===== config.mk =====
export PLATFORM = sky130hd
export DESIGN_NAME = hra_host
export DESIGN_NICKNAME = d
export VERILOG_FILES = /design/src/hra_pkg.sv /design/src/hra_host.sv
export VERILOG_INCLUDE_DIRS = /design/src
export SDC_FILE = /design/constraint.sdc
export NUM_CORES = 1
export LEC_CHECK = 0
export BUFFER_PORTS_ARGS = -buffer_cell sky130_fd_sc_hd__buf_2
export CELL_PAD_IN_SITES_DETAIL_PLACEMENT = 0
export CELL_PAD_IN_SITES_GLOBAL_PLACEMENT = 1
export CORE_MARGIN = 8
export CORE_UTILIZATION = 36
export DETAILED_ROUTE_END_ITERATION = 7
export GPL_TIMING_DRIVEN = 0
export PLACE_DENSITY_LB_ADDON = 0.1
export SYNTH_ARGS = -nofsm -noshare
export SYNTH_HDL_FRONTEND = slang
export SYNTH_SLANG_ARGS = --single-unit

===== constraint.sdc =====
create_clock -name core_clk -period 3.08 [get_ports core_clk]
set_input_delay 0.616 -clock core_clk [delete_from_list [all_inputs] [get_ports core_clk]]
set_output_delay 0.616 -clock core_clk [all_outputs]
set_load 0.01 [all_outputs]

===== src/hra_regs.svh =====
`ifndef HRA_REGS_SVH
`define HRA_REGS_SVH

// core clock period
`define HRA_CLK_NS       10

// strobe low time: covers access time and least pulse width
`define HRA_ACT_NS       85
// strobes high between cycles, data still held on writes
`define HRA_REC_NS       20
// least low time of the device reset pin
`define HRA_RST_NS       85

`define HRA_ACT_CYC      ((`HRA_ACT_NS + `HRA_CLK_NS - 1) / `HRA_CLK_NS)
`define HRA_REC_CYC      ((`HRA_REC_NS + `HRA_CLK_NS - 1) / `HRA_CLK_NS)
`define HRA_RST_CYC      ((`HRA_RST_NS + `HRA_CLK_NS - 1) / `HRA_CLK_NS)

// last bit index of the 64-bit key and of the 64-bit transfer
`define HRA_LAST_BIT     6'h3f
`define HRA_FIRST_BIT    6'h00
`define HRA_CNT_ZERO     4'h0

// inactive level of every active-low strobe and of the pin enable
`define HRA_IDLE_LVL     1'b1
`define HRA_ACT_LVL      1'b0

// comparison value; arbitrary default, set to the device's own value
`define HRA_UNLOCK_DEF   64'h0f1e_2d3c_4b5a_6978

`endif


===== src/hra_pkg.sv =====
package hra_pkg;

    typedef enum logic [2:0] {
        ST_IDLE,
        ST_ACT,
        ST_REC,
        ST_RST
    } hra_state_e;

    typedef enum logic [1:0] {
        PH_SYNC,
        PH_KEY,
        PH_XFER
    } hra_phase_e;

    typedef struct packed {
        hra_state_e  st;
        hra_phase_e  phase;
        logic [3:0]  cnt;
        logic [5:0]  idx;
        logic        wr;
        logic [16:0] addr;
        logic [63:0] data;
        logic        ce_n;
        logic        oe_n;
        logic        we_n;
        logic        dq0_out;
        logic        dq0_oe_n;
        logic        rst_pin_n;
        logic        busy;
        logic        done;
    } hra_regs_s;

endpackage : hra_pkg


===== src/hra_host.sv =====
// Notes on behaviour
// - unlock needs 64 consecutive writes with key bits on data_line_zero.
// - sequence opens with one read using chip enable and output enable.
// - host uses one scratch address for all unlock writes.
// - key sent least significant bit first, most significant last.
// - transfer walks bit 0 of register 0 to bit 7 of register 7.
// - host moves clock registers as whole bytes only.
`timescale 1ns/10ps
`include "hra_regs.svh"
`default_nettype none

module hra_host
    import hra_pkg::*;
#(
    // arbitrary default; must equal the device's comparison value
    parameter logic [63:0] UNLOCK_PATTERN = `HRA_UNLOCK_DEF
) (
    input  wire logic        core_clk,
    input  wire logic        nrst,
    input  wire logic        start,
    input  wire logic        write_mode,
    input  wire logic [63:0] wdata,
    input  wire logic [16:0] scratch_addr,
    input  wire logic        abort,
    input  wire logic        supply_ok,
    output logic      [63:0] rdata,
    output logic             busy,
    output logic             done,
    output logic      [16:0] addr,
    output logic             ce_n,
    output logic             oe_n,
    output logic             we_n,
    input  wire logic        dq0_in,
    output logic             dq0_out,
    output logic             dq0_oe_n,
    output logic             rst_pin_n
);

    localparam logic [3:0] ACT_LAST = 4'(`HRA_ACT_CYC - 1);
    localparam logic [3:0] REC_LAST = 4'(`HRA_REC_CYC - 1);
    localparam logic [3:0] RST_LAST = 4'(`HRA_RST_CYC - 1);

    hra_regs_s  s;
    hra_regs_s  next_s;
    hra_phase_e nph;
    logic [5:0] nidx;
    logic       nwr_cyc;
    logic       nbit;

    ////////////////////////////////////////////////////////////////////////
    // next state

    always_comb begin
        next_s  = s;
        nph     = s.phase;
        nidx    = s.idx;
        nwr_cyc = 1'b0;
        nbit    = 1'b0;
        next_s.done = 1'b0;
        unique case (s.st)
            ST_IDLE: begin
                // no cycle while supply is low: device would ignore it
                if (start && supply_ok) begin
                    next_s.busy  = 1'b1;
                    next_s.wr    = write_mode;
                    // all eight registers move as whole bytes every time
                    next_s.data  = wdata;
                    next_s.addr  = scratch_addr;
                    next_s.phase = PH_SYNC;
                    next_s.idx   = `HRA_FIRST_BIT;
                    next_s.st    = ST_ACT;
                    next_s.cnt   = ACT_LAST;
                    // opening read resets the device pointer
                    next_s.ce_n  = `HRA_ACT_LVL;
                    next_s.oe_n  = `HRA_ACT_LVL;
                end
            end
            ST_ACT: begin
                if (s.cnt == `HRA_CNT_ZERO) begin
                    next_s.ce_n = `HRA_IDLE_LVL;
                    next_s.oe_n = `HRA_IDLE_LVL;
                    next_s.we_n = `HRA_IDLE_LVL;
                    next_s.st   = ST_REC;
                    next_s.cnt  = REC_LAST;
                    // sampled at the end of the read strobe
                    if (s.phase == PH_XFER && !s.wr) begin
                        next_s.data[s.idx] = dq0_in;
                    end
                end else begin
                    next_s.cnt = s.cnt - 4'h1;
                end
            end
            ST_REC: begin
                if (s.cnt == `HRA_CNT_ZERO) begin
                    // data held through recovery, released here or by abort
                    next_s.dq0_oe_n = `HRA_IDLE_LVL;
                    unique case (s.phase)
                        PH_SYNC: begin
                            nph  = PH_KEY;
                            nidx = `HRA_FIRST_BIT;
                        end
                        PH_KEY: begin
                            if (s.idx == `HRA_LAST_BIT) begin
                                nph  = PH_XFER;
                                nidx = `HRA_FIRST_BIT;
                            end else begin
                                nidx = s.idx + 6'h1;
                            end
                        end
                        PH_XFER: begin
                            nidx = s.idx + 6'h1;
                        end
                    endcase
                    if (s.phase == PH_XFER && s.idx == `HRA_LAST_BIT) begin
                        // device falls back to memory; next use unlocks anew
                        next_s.st   = ST_IDLE;
                        next_s.busy = 1'b0;
                        next_s.done = 1'b1;
                    end else begin
                        // key cycles are always writes, never reads
                        nwr_cyc = (nph == PH_KEY) || s.wr;
                        // key goes lsb first; transfer walks bits upward
                        nbit = (nph == PH_KEY) ? UNLOCK_PATTERN[nidx]
                                               : s.data[nidx];
                        next_s.phase = nph;
                        next_s.idx   = nidx;
                        next_s.st    = ST_ACT;
                        next_s.cnt   = ACT_LAST;
                        next_s.ce_n  = `HRA_ACT_LVL;
                        if (nwr_cyc) begin
                            next_s.we_n     = `HRA_ACT_LVL;
                            next_s.dq0_oe_n = `HRA_ACT_LVL;
                            next_s.dq0_out  = nbit;
                        end else begin
                            next_s.oe_n = `HRA_ACT_LVL;
                        end
                    end
                end else begin
                    next_s.cnt = s.cnt - 4'h1;
                end
            end
            ST_RST: begin
                if (s.cnt == `HRA_CNT_ZERO) begin
                    next_s.rst_pin_n = `HRA_IDLE_LVL;
                    next_s.st        = ST_IDLE;
                    next_s.busy      = 1'b0;
                end else begin
                    next_s.cnt = s.cnt - 4'h1;
                end
            end
            default: begin
                next_s.st = ST_IDLE;
            end
        endcase
        // abort pulls the device reset pin; effective only if the
        // reset-ignore bit was left at zero in the day register
        if (abort && s.busy && s.st != ST_RST) begin
            next_s.st        = ST_RST;
            next_s.cnt       = RST_LAST;
            next_s.ce_n      = `HRA_IDLE_LVL;
            next_s.oe_n      = `HRA_IDLE_LVL;
            next_s.we_n      = `HRA_IDLE_LVL;
            next_s.dq0_oe_n  = `HRA_IDLE_LVL;
            next_s.rst_pin_n = `HRA_ACT_LVL;
            next_s.done      = 1'b0;
        end
    end

    ////////////////////////////////////////////////////////////////////////
    // state register

    always_ff @(posedge core_clk or negedge nrst) begin
        if (!nrst) begin
            s           <= '0;
            s.st        <= ST_IDLE;
            s.phase     <= PH_SYNC;
            s.ce_n      <= `HRA_IDLE_LVL;
            s.oe_n      <= `HRA_IDLE_LVL;
            s.we_n      <= `HRA_IDLE_LVL;
            s.dq0_oe_n  <= `HRA_IDLE_LVL;
            s.rst_pin_n <= `HRA_IDLE_LVL;
        end else begin
            s <= next_s;
        end
    end

    assign rdata     = s.data;
    assign busy      = s.busy;
    assign done      = s.done;
    assign addr      = s.addr;
    assign ce_n      = s.ce_n;
    assign oe_n      = s.oe_n;
    assign we_n      = s.we_n;
    assign dq0_out   = s.dq0_out;
    assign dq0_oe_n  = s.dq0_oe_n;
    assign rst_pin_n = s.rst_pin_n;
endmodule : hra_host

`default_nettype wire


Word-level counts from Yosys, hierarchy flattened

Memories as Yosys holds them, arrays and structs flattened.
Cells that the tools add are included.

Add/sub/neg operators: 2
Order comparisons: 3
Eq/ne operators: 24
Muxes and demuxes: 51
Bitwise logic cells: 1
Reduce and logical (&&, ||, !) cells: 32

Operator list:

| kind                                                                  | number |
|---|---|
| 64-bit case mux with 2 select lines                                   | 1 |
| 99-bit 2-to-1 mux                                                     | 1 |
| 67-bit 2-to-1 mux                                                     | 1 |
| 64-bit bitwise mux                                                    | 1 |
| 64-bit 2-to-1 mux                                                     | 1 |
| 6-bit 2-to-1 mux                                                      | 4 |
| 3-bit inequality test (second input constant)                         | 8 |
| 4-bit AND reduction                                                   | 5 |
| 6-bit case mux with 3 select lines                                    | 1 |
| 4-bit 2-to-1 mux                                                      | 4 |
| 4-bit case mux with 4 select lines                                    | 1 |
| 3-bit 2-to-1 mux                                                      | 5 |
| 5-bit 2-to-1 mux                                                      | 3 |
| 5-bit AND reduction                                                   | 3 |
| 6-bit by 7-bit < comparator with 1-bit output (second input constant) | 2 |
| 2-bit 2-to-1 mux                                                      | 7 |
| 2-bit inequality test (second input constant)                         | 7 |
| 12-bit 2-to-1 mux                                                     | 1 |
| 3-bit case mux with 4 select lines                                    | 1 |
| 6-bit case mux with 2 select lines                                    | 1 |
| 1-bit 2-to-1 mux                                                      | 11 |
| 2-bit nonzero test                                                    | 5 |
| 2-bit case mux with 2 select lines                                    | 2 |
| 6-bit by 1-bit adder with 6-bit output (second input constant)        | 1 |
| other kinds (26)                                                      | 36 |

Bits in registers: 105
Bits in read-only memories: 64
Input bits: 88
Output and inout bits: 89
Memories kept: 1

Memories:

| name            | depth | bits a word | rd ports | clocked after memory_dff | wr ports | RTL line        | RTL |
|---|---|---|---|---|---|---|---|
| (no name shown) | 64    | 1           | 1        | 0                        | 0        | hra_host.sv:123 | `nbit = (nph == PH_KEY) ? UNLOCK_PATTERN[nidx]` |

Longest topological paths before layout

Gate-level depths: netlist of run 1.

Word-level depth: 13
Gate-level depth with buffers: 13
Depth with buffers taken out: 12

Worst setup path before layout of run 1

OpenSTA, ideal clock, no wires.

Path kind: register to register
Start: reg s[90] in the netlist's numbering
End: reg s (netlist bit dq0_out)
Library setup time: 126 ps
Arrival time: 2,730 ps
Required time: 2,954 ps
Slack: 224 ps
Cell stages (with the launch flop): 12
Buffers on the path: 2
Period minus slack after synthesis: 2,856 ps
Path through: dfrtp_1 > ha_1 > buf_2 > buf_2 > inv_1 > nor2_1 > ha_1 > a31oi_1 > o21ai_0 > a32oi_1 > mux2i_1 > a311o_1

Cells in the longest elaborated chain, start to end: 8
Elaborated cells between the ends (all ways): 20

Ends and longest elaborated chain:

| element                                                                                  | RTL line        | RTL |
|---|---|---|
| start, declared                                                                          | hra_host.sv:43  | `hra_regs_s s;` |
| start signal, assigned                                                                   | hra_host.sv:183 | `s <= next_s;` |
| 6-bit by 1-bit adder with 6-bit output or 6-bit equality test (tied branches)            | -               |  |
| 6-bit 2-to-1 mux or 2-bit 2-to-1 mux (tied branches)                                     | hra_host.sv:103 | `` if (s.idx == `HRA_LAST_BIT) begin `` |
| 6-bit case mux with 3 select lines or 2-bit case mux with 2 select lines (tied branches) | hra_host.sv:97  | `unique case (s.phase)` |
| 6-bit 2-to-1 mux or 2-bit 2-to-1 mux (tied branches)                                     | hra_host.sv:94  | `` if (s.cnt == `HRA_CNT_ZERO) begin `` |
| 6-bit 2-to-1 mux or 2-bit 2-to-1 mux (tied branches)                                     | hra_host.sv:60  | `unique case (s.st)` |
| memory read 64 x 1 bit, or another cell as far along                                     | -               |  |
| 1-bit 2-to-1 mux (implied by the code), or another cell as far along                     | hra_host.sv:123 |  |
| 1-bit 2-to-1 mux or 4-bit AND reduction (tied branches)                                  | -               |  |

Several ways; a longest one is shown, not always the timed one. The select of a mux whose other input is x is not followed.
A chain may end at the register's enable or synchronous reset.

Worst setup path in the final report of run 1

Start: reg s[91] in the netlist's numbering
End: reg s (netlist bit dq0_out)

Same word-level chain as after synthesis.

==> impl_metrics.py, run 1 <==
metrics = {
    "routing": {
        "ant_nets": 0,
        "drc": 0,
        "detail_route.first_pass.iterations": 5,
        "via_density_per_instance": 5.67,
        "finalWirelength_um": 29700,
        "drt_iter0_drc": 686,
        "route.detailed.wl_per_inst_um": 22.3,
        "count_of_vias_placed_by_the_detailed_router": 7546,
    },
    "setup_path": {
        "worstSetupPathDepth": 8,
        "worstPathMaxFanout": 10,
        "crit_chain": "clkbuf_1, nand3_1, xnor2_2, nand2_1, o211ai_1, a31oi_1, a2111oi_1, a311o_1",
        "timing.rr.end": "dq0_out",
        "critPathArrivalTime_ns": 3.27,
        "setup.worst_path.class": "flop to flop",
        "endpoint_kind": "flop",
        "worst_path_max_delay_cell": "sky130_fd_sc_hd__a2111oi_1",
        "timing.reg2reg.setup_slack_ns": 0.11,
        "critical_path.top_delay_family": "compound AO/OA/AOI/OAI gates",
        "reg2reg_from": "s[91]",
        "cp_data_required_time_ns": 3.38,
        "worst-path-buf-inv": 1,
        "rr_worst_depth": 8,
        "critical_path.startpoint_type": "flop",
        "critical-path-max-stage-delay_ns": 0.58,
    },
    "layout": {
        "multiInputGateArea_um2": 3750,
        "leading_cell_types_in_the_layout_fill_and_taps_excluded": "sky130_fd_sc_hd__buf_2 (184), sky130_fd_sc_hd__a21oi_1 (113), sky130_fd_sc_hd__dfrtp_1 (98)",
        "mostFrequentLayoutCell": "sky130_fd_sc_hd__buf_2",
        "n_antenna_cell": 0,
        "syn2layout_area_growth_pct": 24.1,
        "finish.net_count": 1161,
        "final_layout_size_suffix_gt1_share_pct": 34.3,
        "final-instance-count-excl-fill": 1330,
        "final.fill_count": 2095,
        "register_area_um2": 2610,
    },
    "logic_synthesis": {
        "synth_flop_cell": "sky130_fd_sc_hd__dfrtp_1",
        "post_synth_inst_count": 857,
        "portion_of_the_post_synthesis_area_used_by_sequential_elements_pct": 36.1,
        "synth.top_cells.by_area": "sky130_fd_sc_hd__dfrtp_1 (34%), sky130_fd_sc_hd__buf_4 (8.6%), sky130_fd_sc_hd__a21oi_1 (7.9%)",
        "synth.lib_cells_used.distinct": 64,
        "synthesis.area_um2": 7220,
        "synthesis.yosys.warnings": 0,
        "post_synth_edffs": 0,
        "postSynthNetCount": 963,
        "ys_seq_elements": 104,
        "yosysTopAreaCell": "sky130_fd_sc_hd__dfrtp_1",
        "area_fraction_of_the_dominant_cell_type_after_synthesis_pct": 34.3,
        "post_synth.cell_area_avg_um2": 8.42,
        "async_reset_ff_share_pct": 100,
    },
    "die": {
        "initial_core_util_pct": 36.1,
        "io-pin-count": 177,
        "row_count": 52,
        "die-height_um": 158,
        "placeableCoreArea_um2": 20000,
        "die_area_um2": 24800,
        "die_width_um": 158,
    },
    "clock_tree": {
        "clk_latency_ns": 0.37,
        "htree_levels": 3,
        "clk_transition_reported_paths_ns": 0.08,
        "cts.sink_count": 104,
        "clk_path_buf_depth": 2,
        "cts_buffers": 9,
        "ctsRootBufferMaster": "sky130_fd_sc_hd__clkbuf_16",
        "tritoncts_clock_tree": "yes",
    },
    "grt": {
        "total_routing_usage_gr_pct": 23.8,
        "grt_first_pass_wirelength_um": 44400,
        "grt_start_max_net_pins": 54,
        "grt_remaining_overflow": 0,
        "via_count_of_the_first_global_routing_pass": 7351,
        "antenna_found_initial": 0,
    },
    "power_and_ir_drop": {
        "power.density_cell_area_nw_per_um2": 299,
        "peakVddDrop_mv": 0.244,
        "power.static_leakage_nw": 4.24,
    },
    "timing": {
        "maxSlewViolCount": 0,
        "worst_pin_slew_ns": 0.776,
        "fmax_mhz": 337,
        "final-hold-violation-count": 0,
        "final.period_utilization_pct": 96.4,
        "report.final.setup_viol": 0,
        "post-route-min-period_ns": 2.97,
        "grt_setup_unrepaired": "no",
        "final.setup_skew_ns": 0.0123,
        "postLayoutSetupSlackWorst_ns": 0.112,
        "slew_headroom_pct": 48.1,
    },
    "placed_design": {
        "detailedPlace.worstSlack_ns": -0.593,
        "placed_cells_incl_taps": 1304,
        "place.port_buffers": 176,
        "gpl.final_weighted_congestion": 0.947,
        "post-dp-hpwl_um": 22300,
    },
    "run": {
        "max-cap-violations": 0,
    },
    "hold_path": {
        "min_path_type": "input pin to async pin",
    },
    "status": {
        "run_status": "finished, final reports clean",
    },
}
[sequential cells by signal (all words and copies together), names as in the netlist]
name and flops:
busy 1, rdata 64, ce_n 1, addr 17, done 1, dq0_out 1, we_n 1, oe_n 1
rst_pin_n 1, s 15, dq0_oe_n 1
[cell families after synthesis]
| family | Yosys count | synth area share [%] |
|---|---|---|
| mux | 36 | 5.46 |
| xor+xnor | 7 | 0.953 |
| flops | 104 | 36.1 |
| buf+inv | 159 | 13.0 |
| compound gates | 342 | 29.1 |
| fa+ha+maj | 18 | 3.12 |
| simple gates | 191 | 12.2 |
[metrics by stage]
stage	util (%)	instance area, um^2	power (mW)	hold slack (ns)	setup TNS [ns]
global placement	42.2	8440	1.49	0.454	-17.92
floorplan	-	7220	1.40	0.320	0
CTS	44.0	8790	2.70	0.331	0
finish	44.8	8960	2.68	0.293	0
global route	44.8	8960	2.76	0.361	0
detailed placement	42.4	8470	1.50	0.453	-10.12
[report_power, final]
| group | internal (mW) | total, mW | switching, mW | leakage [nW] |
|---|---|---|---|---|
| registers | 1.36 | 1.36 | 0 | 1.39 |
| logic | 0.0450 | 0.102 | 0.0570 | 2.70 |
| clock network | 0.637 | 1.21 | 0.572 | 0.139 |
| total | 2.05 | 2.68 | 0.629 | 4.24 |
[how the worst max path moves through the flow]
| stage | startpoint | endpoint | slack (ns) |
|---|---|---|---|
| 6_report | s[91] | dq0_out | 0.11 |
| 4_1_cts | s[90] | dq0_out | 0.007 |
| 3_3_place_gp | s[90] | dq0_out | -0.58 |
| 5_1_grt | s[91] | dq0_out | 0.03 |
| 2_1_floorplan | s[90] | dq0_out | 0.22 |
| 3_5_place_dp | s[90] | dq0_out | -0.59 |
[cell type report]
type                    instances  share of cell area, %
multi-input cells             594                   41.9
flip-flops and latches        104                   29.1
repair buffers                187                   11.1
plain buffers                 144                   10.0
well taps                     270                   3.77
clock buffers                  10                   2.56
clock inverters                 6                  0.754
inverters                      15                  0.699
[cell usage after synthesis (all sizes together), types with 7 or more instances]
library cell and instances:
a21oi 114, nand2 59, a31oi 46, a22oi 12, nor3 15, mux2i 9, o211ai 8, a41oi 20
ha 18, or2 8, clkbuf 47, o21ai 93, inv 15, a32oi 7, nand2b 7, dfrtp 99
nand3 13, mux2 27, buf 97, nor2 62
[what timing repair did]
item                       in CTS  in global routing
setup endpoints to repair      64                 73
hold buffers                    0                  0
pin swaps                       1                  4
gates resized for setup         8                 19
buffers inserted                0                 10
[worst reg2reg max path, stage by stage, from the launching register on]
cell and delay [ns]:
sky130_fd_sc_hd__dfrtp_1 0.39, sky130_fd_sc_hd__clkbuf_1 0.31, sky130_fd_sc_hd__nand3_1 0.39, sky130_fd_sc_hd__xnor2_2 0.48
sky130_fd_sc_hd__nand2_1 0.24, sky130_fd_sc_hd__o211ai_1 0.23, sky130_fd_sc_hd__a31oi_1 0.10, sky130_fd_sc_hd__a2111oi_1 0.58
sky130_fd_sc_hd__a311o_1 0.20
[routing by layer]
| layer | routed length (um) | up-vias | track usage (%) | share of wire (%) |
|---|---|---|---|---|
| li1 | - | 3475 | - | - |
| met1 | 12700 | 3663 | 31.4 | 43 |
| met2 | 14000 | 359 | 38.6 | 47 |
| met3 | 2200 | 49 | 3.41 | 7.4 |
| met4 | 871 | 0 | 9.38 | 2.9 |
| met5 | 0 | - | 0 | 0 |
Note: power is estimated with default switching activity, not from simulation.
==> run 2: changes to the inputs <==
--- a/config.mk
+++ b/config.mk
@@ -14,6 +14,7 @@
 export DETAILED_ROUTE_END_ITERATION = 7
 export GPL_TIMING_DRIVEN = 0
 export PLACE_DENSITY_LB_ADDON = 0.1
+export SETUP_SLACK_MARGIN = 0.5
 export SYNTH_ARGS = -nofsm -noshare
 export SYNTH_HDL_FRONTEND = slang
 export SYNTH_SLANG_ARGS = --single-unit
==> impl_metrics.py, run 2 (synthesis results as in run 1) <==
metrics = {
    "clock_tree": {
        "clk_latency_ns": 0.36,
        "tritoncts_clock_tree": "yes",
        "cts.sink_count": 104,
        "clk_path_buf_depth": 2,
        "clk_transition_reported_paths_ns": 0.07,
        "cts_buffers": 9,
        "htree_levels": 3,
        "ctsRootBufferMaster": "sky130_fd_sc_hd__clkbuf_16",
    },
    "layout": {
        "final.fill_count": 2063,
        "mostFrequentLayoutCell": "sky130_fd_sc_hd__buf_2",
        "final-instance-count-excl-fill": 1337,
        "syn2layout_area_growth_pct": 28.2,
        "final_util_pct": 46.3,
        "leading_cell_types_in_the_layout_fill_and_taps_excluded": "sky130_fd_sc_hd__buf_2 (183), sky130_fd_sc_hd__a21oi_1 (113), sky130_fd_sc_hd__buf_4 (98)",
        "largest_register_ff_count": 64,
        "final_layout_size_suffix_gt1_share_pct": 37.9,
        "postLayoutCellArea_um2": 9260,
        "finish.net_count": 1169,
        "n_antenna_cell": 0,
    },
    "timing": {
        "worst_pin_slew_ns": 0.724,
        "final-hold-violation-count": 0,
        "hold_slack_ns": 0.193,
        "final.period_utilization_pct": 88.8,
        "slew_headroom_pct": 51.6,
        "grt_setup_unrepaired": "yes",
        "report.final.setup_viol": 0,
        "postLayoutSetupSlackWorst_ns": 0.344,
        "fmax_mhz": 365,
        "maxSlewViolCount": 0,
        "post-route-min-period_ns": 2.74,
        "final.setup_skew_ns": 0.0114,
        "fin_setup_tns_ns": 0,
    },
    "setup_path": {
        "crit_chain": "inv_2, ha_4, and3b_4, a211oi_4, buf_6, buf_6, a222oi_1, buf_4, o211ai_1, a31oi_2, a2111oi_4, a311o_1",
        "worst_path_max_delay_cell": "sky130_fd_sc_hd__dfrtp_1",
        "cp_data_required_time_ns": 3.37,
        "setup.worst_path.class": "flop to flop",
        "critical_path.startpoint_type": "flop",
        "cp_common_cell": "sky130_fd_sc_hd__buf_6",
        "worstPathMaxFanout": 6,
        "critical-path-max-stage-delay_ns": 0.44,
        "endpoint_kind": "flop",
        "critPathArrivalTime_ns": 3.03,
    },
    "die": {
        "initial_core_util_pct": 36.1,
        "die_area_um2": 24800,
        "placeableCoreArea_um2": 20000,
        "row_count": 52,
        "die-height_um": 158,
        "io-pin-count": 177,
        "die_width_um": 158,
    },
    "power_and_ir_drop": {
        "peakVddDrop_mv": 0.246,
        "power.total_mw": 2.83,
        "power.density_cell_area_nw_per_um2": 306,
        "power.static_leakage_nw": 4.37,
    },
    "placed_design": {
        "post-dp-hpwl_um": 22300,
        "placed_cells_incl_taps": 1304,
        "place.port_buffers": 176,
        "gpl.final_weighted_congestion": 0.927,
        "detailedPlace.worstSlack_ns": -0.125,
        "detailed_place.area_um2": 8490,
    },
    "routing": {
        "drc": 0,
        "detail_route.first_pass.iterations": 5,
        "ant_nets": 0,
        "route.detailed.wl_per_inst_um": 22.3,
        "count_of_vias_placed_by_the_detailed_router": 7521,
        "drt_iter0_drc": 647,
        "finalWirelength_um": 29800,
        "via_density_per_instance": 5.63,
    },
    "grt": {
        "grt_first_pass_wirelength_um": 44600,
        "total_routing_usage_gr_pct": 23.9,
        "grt_remaining_overflow": 0,
        "via_count_of_the_first_global_routing_pass": 7437,
        "grt_start_max_net_pins": 55,
        "antenna_found_initial": 0,
    },
    "run": {
        "max-cap-violations": 0,
    },
    "status": {
        "run_status": "finished, final reports clean",
    },
    "hold_path": {
        "min_path_type": "input pin to async pin",
    },
}
## run 2: cell count changes in the layout (fill, tap and decap cells not counted), moves of 3 or more
cell,change
sky130_fd_sc_hd__clkbuf_1,-20
sky130_fd_sc_hd__a211oi_4,+3
sky130_fd_sc_hd__nor2_2,+3
sky130_fd_sc_hd__buf_4,+6
sky130_fd_sc_hd__a211oi_2,-3
sky130_fd_sc_hd__ha_4,+3
sky130_fd_sc_hd__nor2_1,-5
sky130_fd_sc_hd__clkbuf_2,+19
## run 2: routing by layer
metal	routed length [um]	track usage [%]	vias to the layer above
met5	0	0	-
met3	2170	4.29	48
met4	864	8.25	0
met2	14000	38.9	349
li1	-	-	3481
met1	12800	31.3	3643
## run 2: where the power goes
group,internal [mW],switching [mW]
logic,0.0457,0.0587
clock network,0.799,0.566
registers,1.36,0
total,2.21,0.625
## run 2: final cells by class
class                           count  area, um^2  share of cell area (%)
Inverter                           15        62.6                   0.676
Buffer                            144         942                    10.2
Timing Repair Buffer              195        1070                    11.6
Clock inverter                      6         116                    1.26
Clock buffer                        9         225                    2.43
Multi-Input combinational cell    594        3890                    42.0
Tap cell                          270         338                    3.65
Sequential cell                   104        2610                    28.2
## run 2: final timing paths
kind / from / end / slack, ns / cells after the start
worst max-delay path: s[100] / dq0_out / 0.34 / 12
worst max register to register: s[100] / dq0_out / 0.34 / 12
min in group core_clk: ce_n / ce_n / 0.46 / 2
worst min-delay path: nrst / addr[3] / 0.19 / 1
worst min register to register: ce_n / ce_n / 0.46 / 2
max in group asynchronous: nrst / rdata[17] / 2.21 / 2
## run 2: timing repair
action / 4_1_cts / 5_1_grt
setup endpoints to repair: 79 / 76
hold buffers: 0 / 0
pin swaps: 3 / 10
setup buffers: 7 / 11
resized for setup: 19 / 70
## run 2: critical path: cells and delay by family, from the launching register on
kind                       cells  cell delay (ns)
adders and majority gates      1             0.21
AOI/OAI and AO/OA              6             1.17
buffers and inverters          4             0.59
and+or+nand+nor                1             0.26
DFF                            1             0.44
==> run 3: changes to the inputs <==
--- a/config.mk
+++ b/config.mk
@@ -6,11 +6,12 @@
 export SDC_FILE = /design/constraint.sdc
 export NUM_CORES = 1
 export LEC_CHECK = 0
+export ABC_AREA = 1
 export BUFFER_PORTS_ARGS = -buffer_cell sky130_fd_sc_hd__buf_2
 export CELL_PAD_IN_SITES_DETAIL_PLACEMENT = 0
 export CELL_PAD_IN_SITES_GLOBAL_PLACEMENT = 1
 export CORE_MARGIN = 8
-export CORE_UTILIZATION = 36
+export CORE_UTILIZATION = 30
 export DETAILED_ROUTE_END_ITERATION = 7
 export GPL_TIMING_DRIVEN = 0
 export PLACE_DENSITY_LB_ADDON = 0.1
==> impl_metrics.py, run 3 <==
metrics = {
    "setup_path": {
        "startpoint": "s[91]",
        "cp_data_required_time_ns": 3.34,
        "crit_chain": "ha_2, nand2_4, o21bai_4, nand2_4, nand2_8, clkinvlp_4, ha_1, xor2_1, o211ai_1, nand3_1, a31oi_1, a21oi_2",
        "critical-path-max-stage-delay_ns": 0.42,
        "critical_path.startpoint_type": "flop",
        "setup.worst_path.class": "flop to flop",
        "endpoint_kind": "flop",
        "cp_common_cell": "sky130_fd_sc_hd__nand2_4",
        "worst_path_max_delay_cell": "sky130_fd_sc_hd__dfrtp_2",
        "critPathArrivalTime_ns": 2.77,
        "setup.worst_path.end": "dq0_out",
        "rr_worst_depth": 12,
        "reg2reg_from": "s[91]",
        "timing.rr.end": "dq0_out",
        "timing.reg2reg.setup_slack_ns": 0.57,
        "worstPathMaxFanout": 7,
    },
    "logic_synthesis": {
        "share_of_the_synthesized_area_in_compound_gates_ao_oa_aoi_oai_pct": 19.8,
        "synthesis.area_um2": 7380,
        "synth_mux_area_share_pct": 0.136,
        "synthesis.yosys.warnings": 0,
        "post_synth.cell_area_avg_um2": 7.13,
        "post_synth_inst_count": 1036,
        "post_synth_edffs": 0,
        "synth.top_cells.by_area": "sky130_fd_sc_hd__dfrtp_1 (34%), sky130_fd_sc_hd__nand2_1 (12%), sky130_fd_sc_hd__buf_4 (8.6%)",
        "yosysTopAreaCell": "sky130_fd_sc_hd__dfrtp_1",
        "synth.top_cells.by_count": "sky130_fd_sc_hd__nand2_1 (233), sky130_fd_sc_hd__inv_1 (111), sky130_fd_sc_hd__o21ai_0 (109), sky130_fd_sc_hd__nand3_1 (108), sky130_fd_sc_hd__dfrtp_1 (99)",
        "postSynthNetCount": 1142,
        "synth_flop_cell": "sky130_fd_sc_hd__dfrtp_1",
        "main_combinational_cell_family_by_area_after_synthesis": "simple AND/OR/NAND/NOR gates",
        "synth_most_common_cell": "sky130_fd_sc_hd__nand2_1",
        "async_reset_ff_share_pct": 100,
        "synth_area_in_simple_gates_pct": 23.9,
        "ys_seq_elements": 104,
        "synth_fa_ha_area_share_pct": 3.05,
        "portion_of_the_post_synthesis_area_used_by_sequential_elements_pct": 35.3,
        "area_fraction_of_the_dominant_cell_type_after_synthesis_pct": 33.6,
        "synth-xor-area-share_pct": 0.237,
        "synth.lib_cells_used.distinct": 43,
    },
    "clock_tree": {
        "cts_hold_buf": 0,
        "clk_transition_reported_paths_ns": 0.09,
        "ctsRootBufferMaster": "sky130_fd_sc_hd__clkbuf_16",
        "htree_levels": 3,
        "tritoncts_clock_tree": "yes",
        "cts.sink_count": 104,
        "clk_latency_ns": 0.37,
        "cts_buffers": 9,
        "clk_path_buf_depth": 2,
    },
    "placed_design": {
        "post-dp-hpwl_um": 21800,
        "detailedPlace.worstSlack_ns": 0.141,
        "place.port_buffers": 176,
        "gpl.final_weighted_congestion": 0.920,
        "detailed_place.area_um2": 8730,
    },
    "grt": {
        "grt_start_max_net_pins": 65,
        "grt_first_pass_wirelength_um": 44200,
        "total_routing_usage_gr_pct": 18.7,
        "grt_remaining_overflow": 0,
        "antenna_found_initial": 0,
        "via_count_of_the_first_global_routing_pass": 7758,
    },
    "power_and_ir_drop": {
        "pwr-share-clk_pct": 14.7,
        "peakVddDrop_mv": 0.338,
        "p_switching_mw": 4.26,
        "share_of_total_power_in_combinational_logic_pct": 58.7,
        "power.static_leakage_nw": 4.63,
        "power.switching_fraction_pct": 46.6,
        "power.density_cell_area_nw_per_um2": 984,
        "power_frac_seq_pct": 26.5,
        "p_int_mw": 4.88,
    },
    "routing": {
        "via_density_per_instance": 4.83,
        "route.detailed.wl_per_inst_um": 18.3,
        "detail_route.first_pass.iterations": 5,
        "finalWirelength_um": 28700,
        "drc": 0,
        "drt_iter0_drc": 523,
        "ant_nets": 0,
        "count_of_vias_placed_by_the_detailed_router": 7587,
    },
    "layout": {
        "final.fill_count": 2700,
        "syn2layout_area_growth_pct": 25.8,
        "largest_register_ff_count": 64,
        "mostFrequentLayoutCell": "sky130_fd_sc_hd__nand2_1",
        "finish.net_count": 1347,
        "n_antenna_cell": 0,
        "postLayoutCellArea_um2": 9290,
        "final_layout_size_suffix_gt1_share_pct": 29.1,
        "leading_cell_types_in_the_layout_fill_and_taps_excluded": "sky130_fd_sc_hd__nand2_1 (232), sky130_fd_sc_hd__buf_2 (182), sky130_fd_sc_hd__o21ai_0 (108)",
    },
    "die": {
        "io-pin-count": 177,
        "row_count": 57,
        "die-height_um": 173,
        "placeableCoreArea_um2": 24200,
        "die_width_um": 173,
        "initial_core_util_pct": 30.4,
        "die_area_um2": 29900,
    },
    "timing": {
        "postLayoutSetupSlackWorst_ns": 0.567,
        "grt_setup_unrepaired": "no",
        "final.setup_skew_ns": 0.0111,
        "fmax_mhz": 398,
        "worst_pin_slew_ns": 1.04,
        "final-hold-violation-count": 0,
        "slew_headroom_pct": 30.5,
        "hold_slack_ns": 0.158,
        "maxSlewViolCount": 0,
        "final.period_utilization_pct": 81.6,
        "report.final.setup_viol": 0,
        "post-route-min-period_ns": 2.51,
    },
    "run": {
        "max-cap-violations": 0,
    },
    "hold_path": {
        "min_path_type": "input pin to async pin",
    },
    "status": {
        "run_status": "finished, final reports clean",
    },
}
-- run 3: per-stage QoR --
stage	total power, mW	util [%]	std cells	setup TNS, ns
3_5_place_dp	7.68	36.0	1538	0
4_1_cts	9.12	37.7	1560	0
5_1_grt	9.90	38.3	1570	0
3_3_place_gp	7.66	35.8	1536	-3.47
6_report	9.14	38.3	1570	0
2_1_floorplan	5.83	-	1036	0
-- run 3: worst min-delay path by stage --
stage                   from         to  depth (start not counted)
floorplan               nrst    addr[0]                          0
global placement     addr[2]    addr[2]                          2
detailed placement  addr[10]   addr[10]                          2
CTS                     nrst  rdata[56]                          1
global route            nrst  rdata[56]                          1
finish                  nrst  rdata[56]                          1
-- run 3: power by group through the flow --
stage / logic, mW / registers, mW / clock network (mW)
after floorplan: 3.52 / 2.31 / 0
after detailed placement: 5.21 / 2.46 / 0
after CTS: 5.29 / 2.43 / 1.39
after global placement: 5.20 / 2.45 / 0
final: 5.37 / 2.42 / 1.35
after global routing: 5.97 / 2.51 / 1.43
-- run 3: critical path, delay by kind of cell (launching register included) --
| kind | cells | cell delay (ns) |
|---|---|---|
| AO/OA/AOI/OAI | 4 | 0.67 |
| adder cells (fa/ha/maj) | 2 | 0.54 |
| AND/OR/NAND/NOR | 4 | 0.50 |
| flip-flops | 1 | 0.42 |
| XOR/XNOR | 1 | 0.16 |
| buffers and inverters | 1 | 0.11 |
-- run 3: logic make-up after synthesis --
logic type / Yosys count
buffers and inverters: 248
and+or+nand+nor: 407
DFF: 104
xor gates and xnor gates: 2
adders and majority gates: 18
muxes: 1
AOI/OAI and AO/OA: 256
-- run 3: layout make-up --
| cell class | instances | area (um^2) | area share, % |
|---|---|---|---|
| Buffer | 131 | 876 | 9.43 |
| Clock inverter | 7 | 111 | 1.20 |
| Clock buffer | 9 | 225 | 2.42 |
| Inverter | 117 | 448 | 4.82 |
| Multi-Input combinational cell | 684 | 3570 | 38.5 |
| Tap cell | 324 | 405 | 4.36 |
| Timing Repair Buffer | 194 | 1040 | 11.2 |
| Sequential cell | 104 | 2610 | 28.1 |
-- run 3: per-layer routing --
metal | up-vias | track usage (%) | part of all wire, %
met5 | - | 0 | 0
met4 | 0 | 6.83 | 2.9
met3 | 49 | 3.29 | 4.4
met2 | 210 | 31.2 | 48
met1 | 3558 | 23.9 | 45
li1 | 3770 | - | -
-- run 3: what timing repair did --
action	4_1_cts	5_1_grt
setup endpoints to repair	62	73
buffers inserted	6	10
resized for setup	11	29
pin swaps	2	7
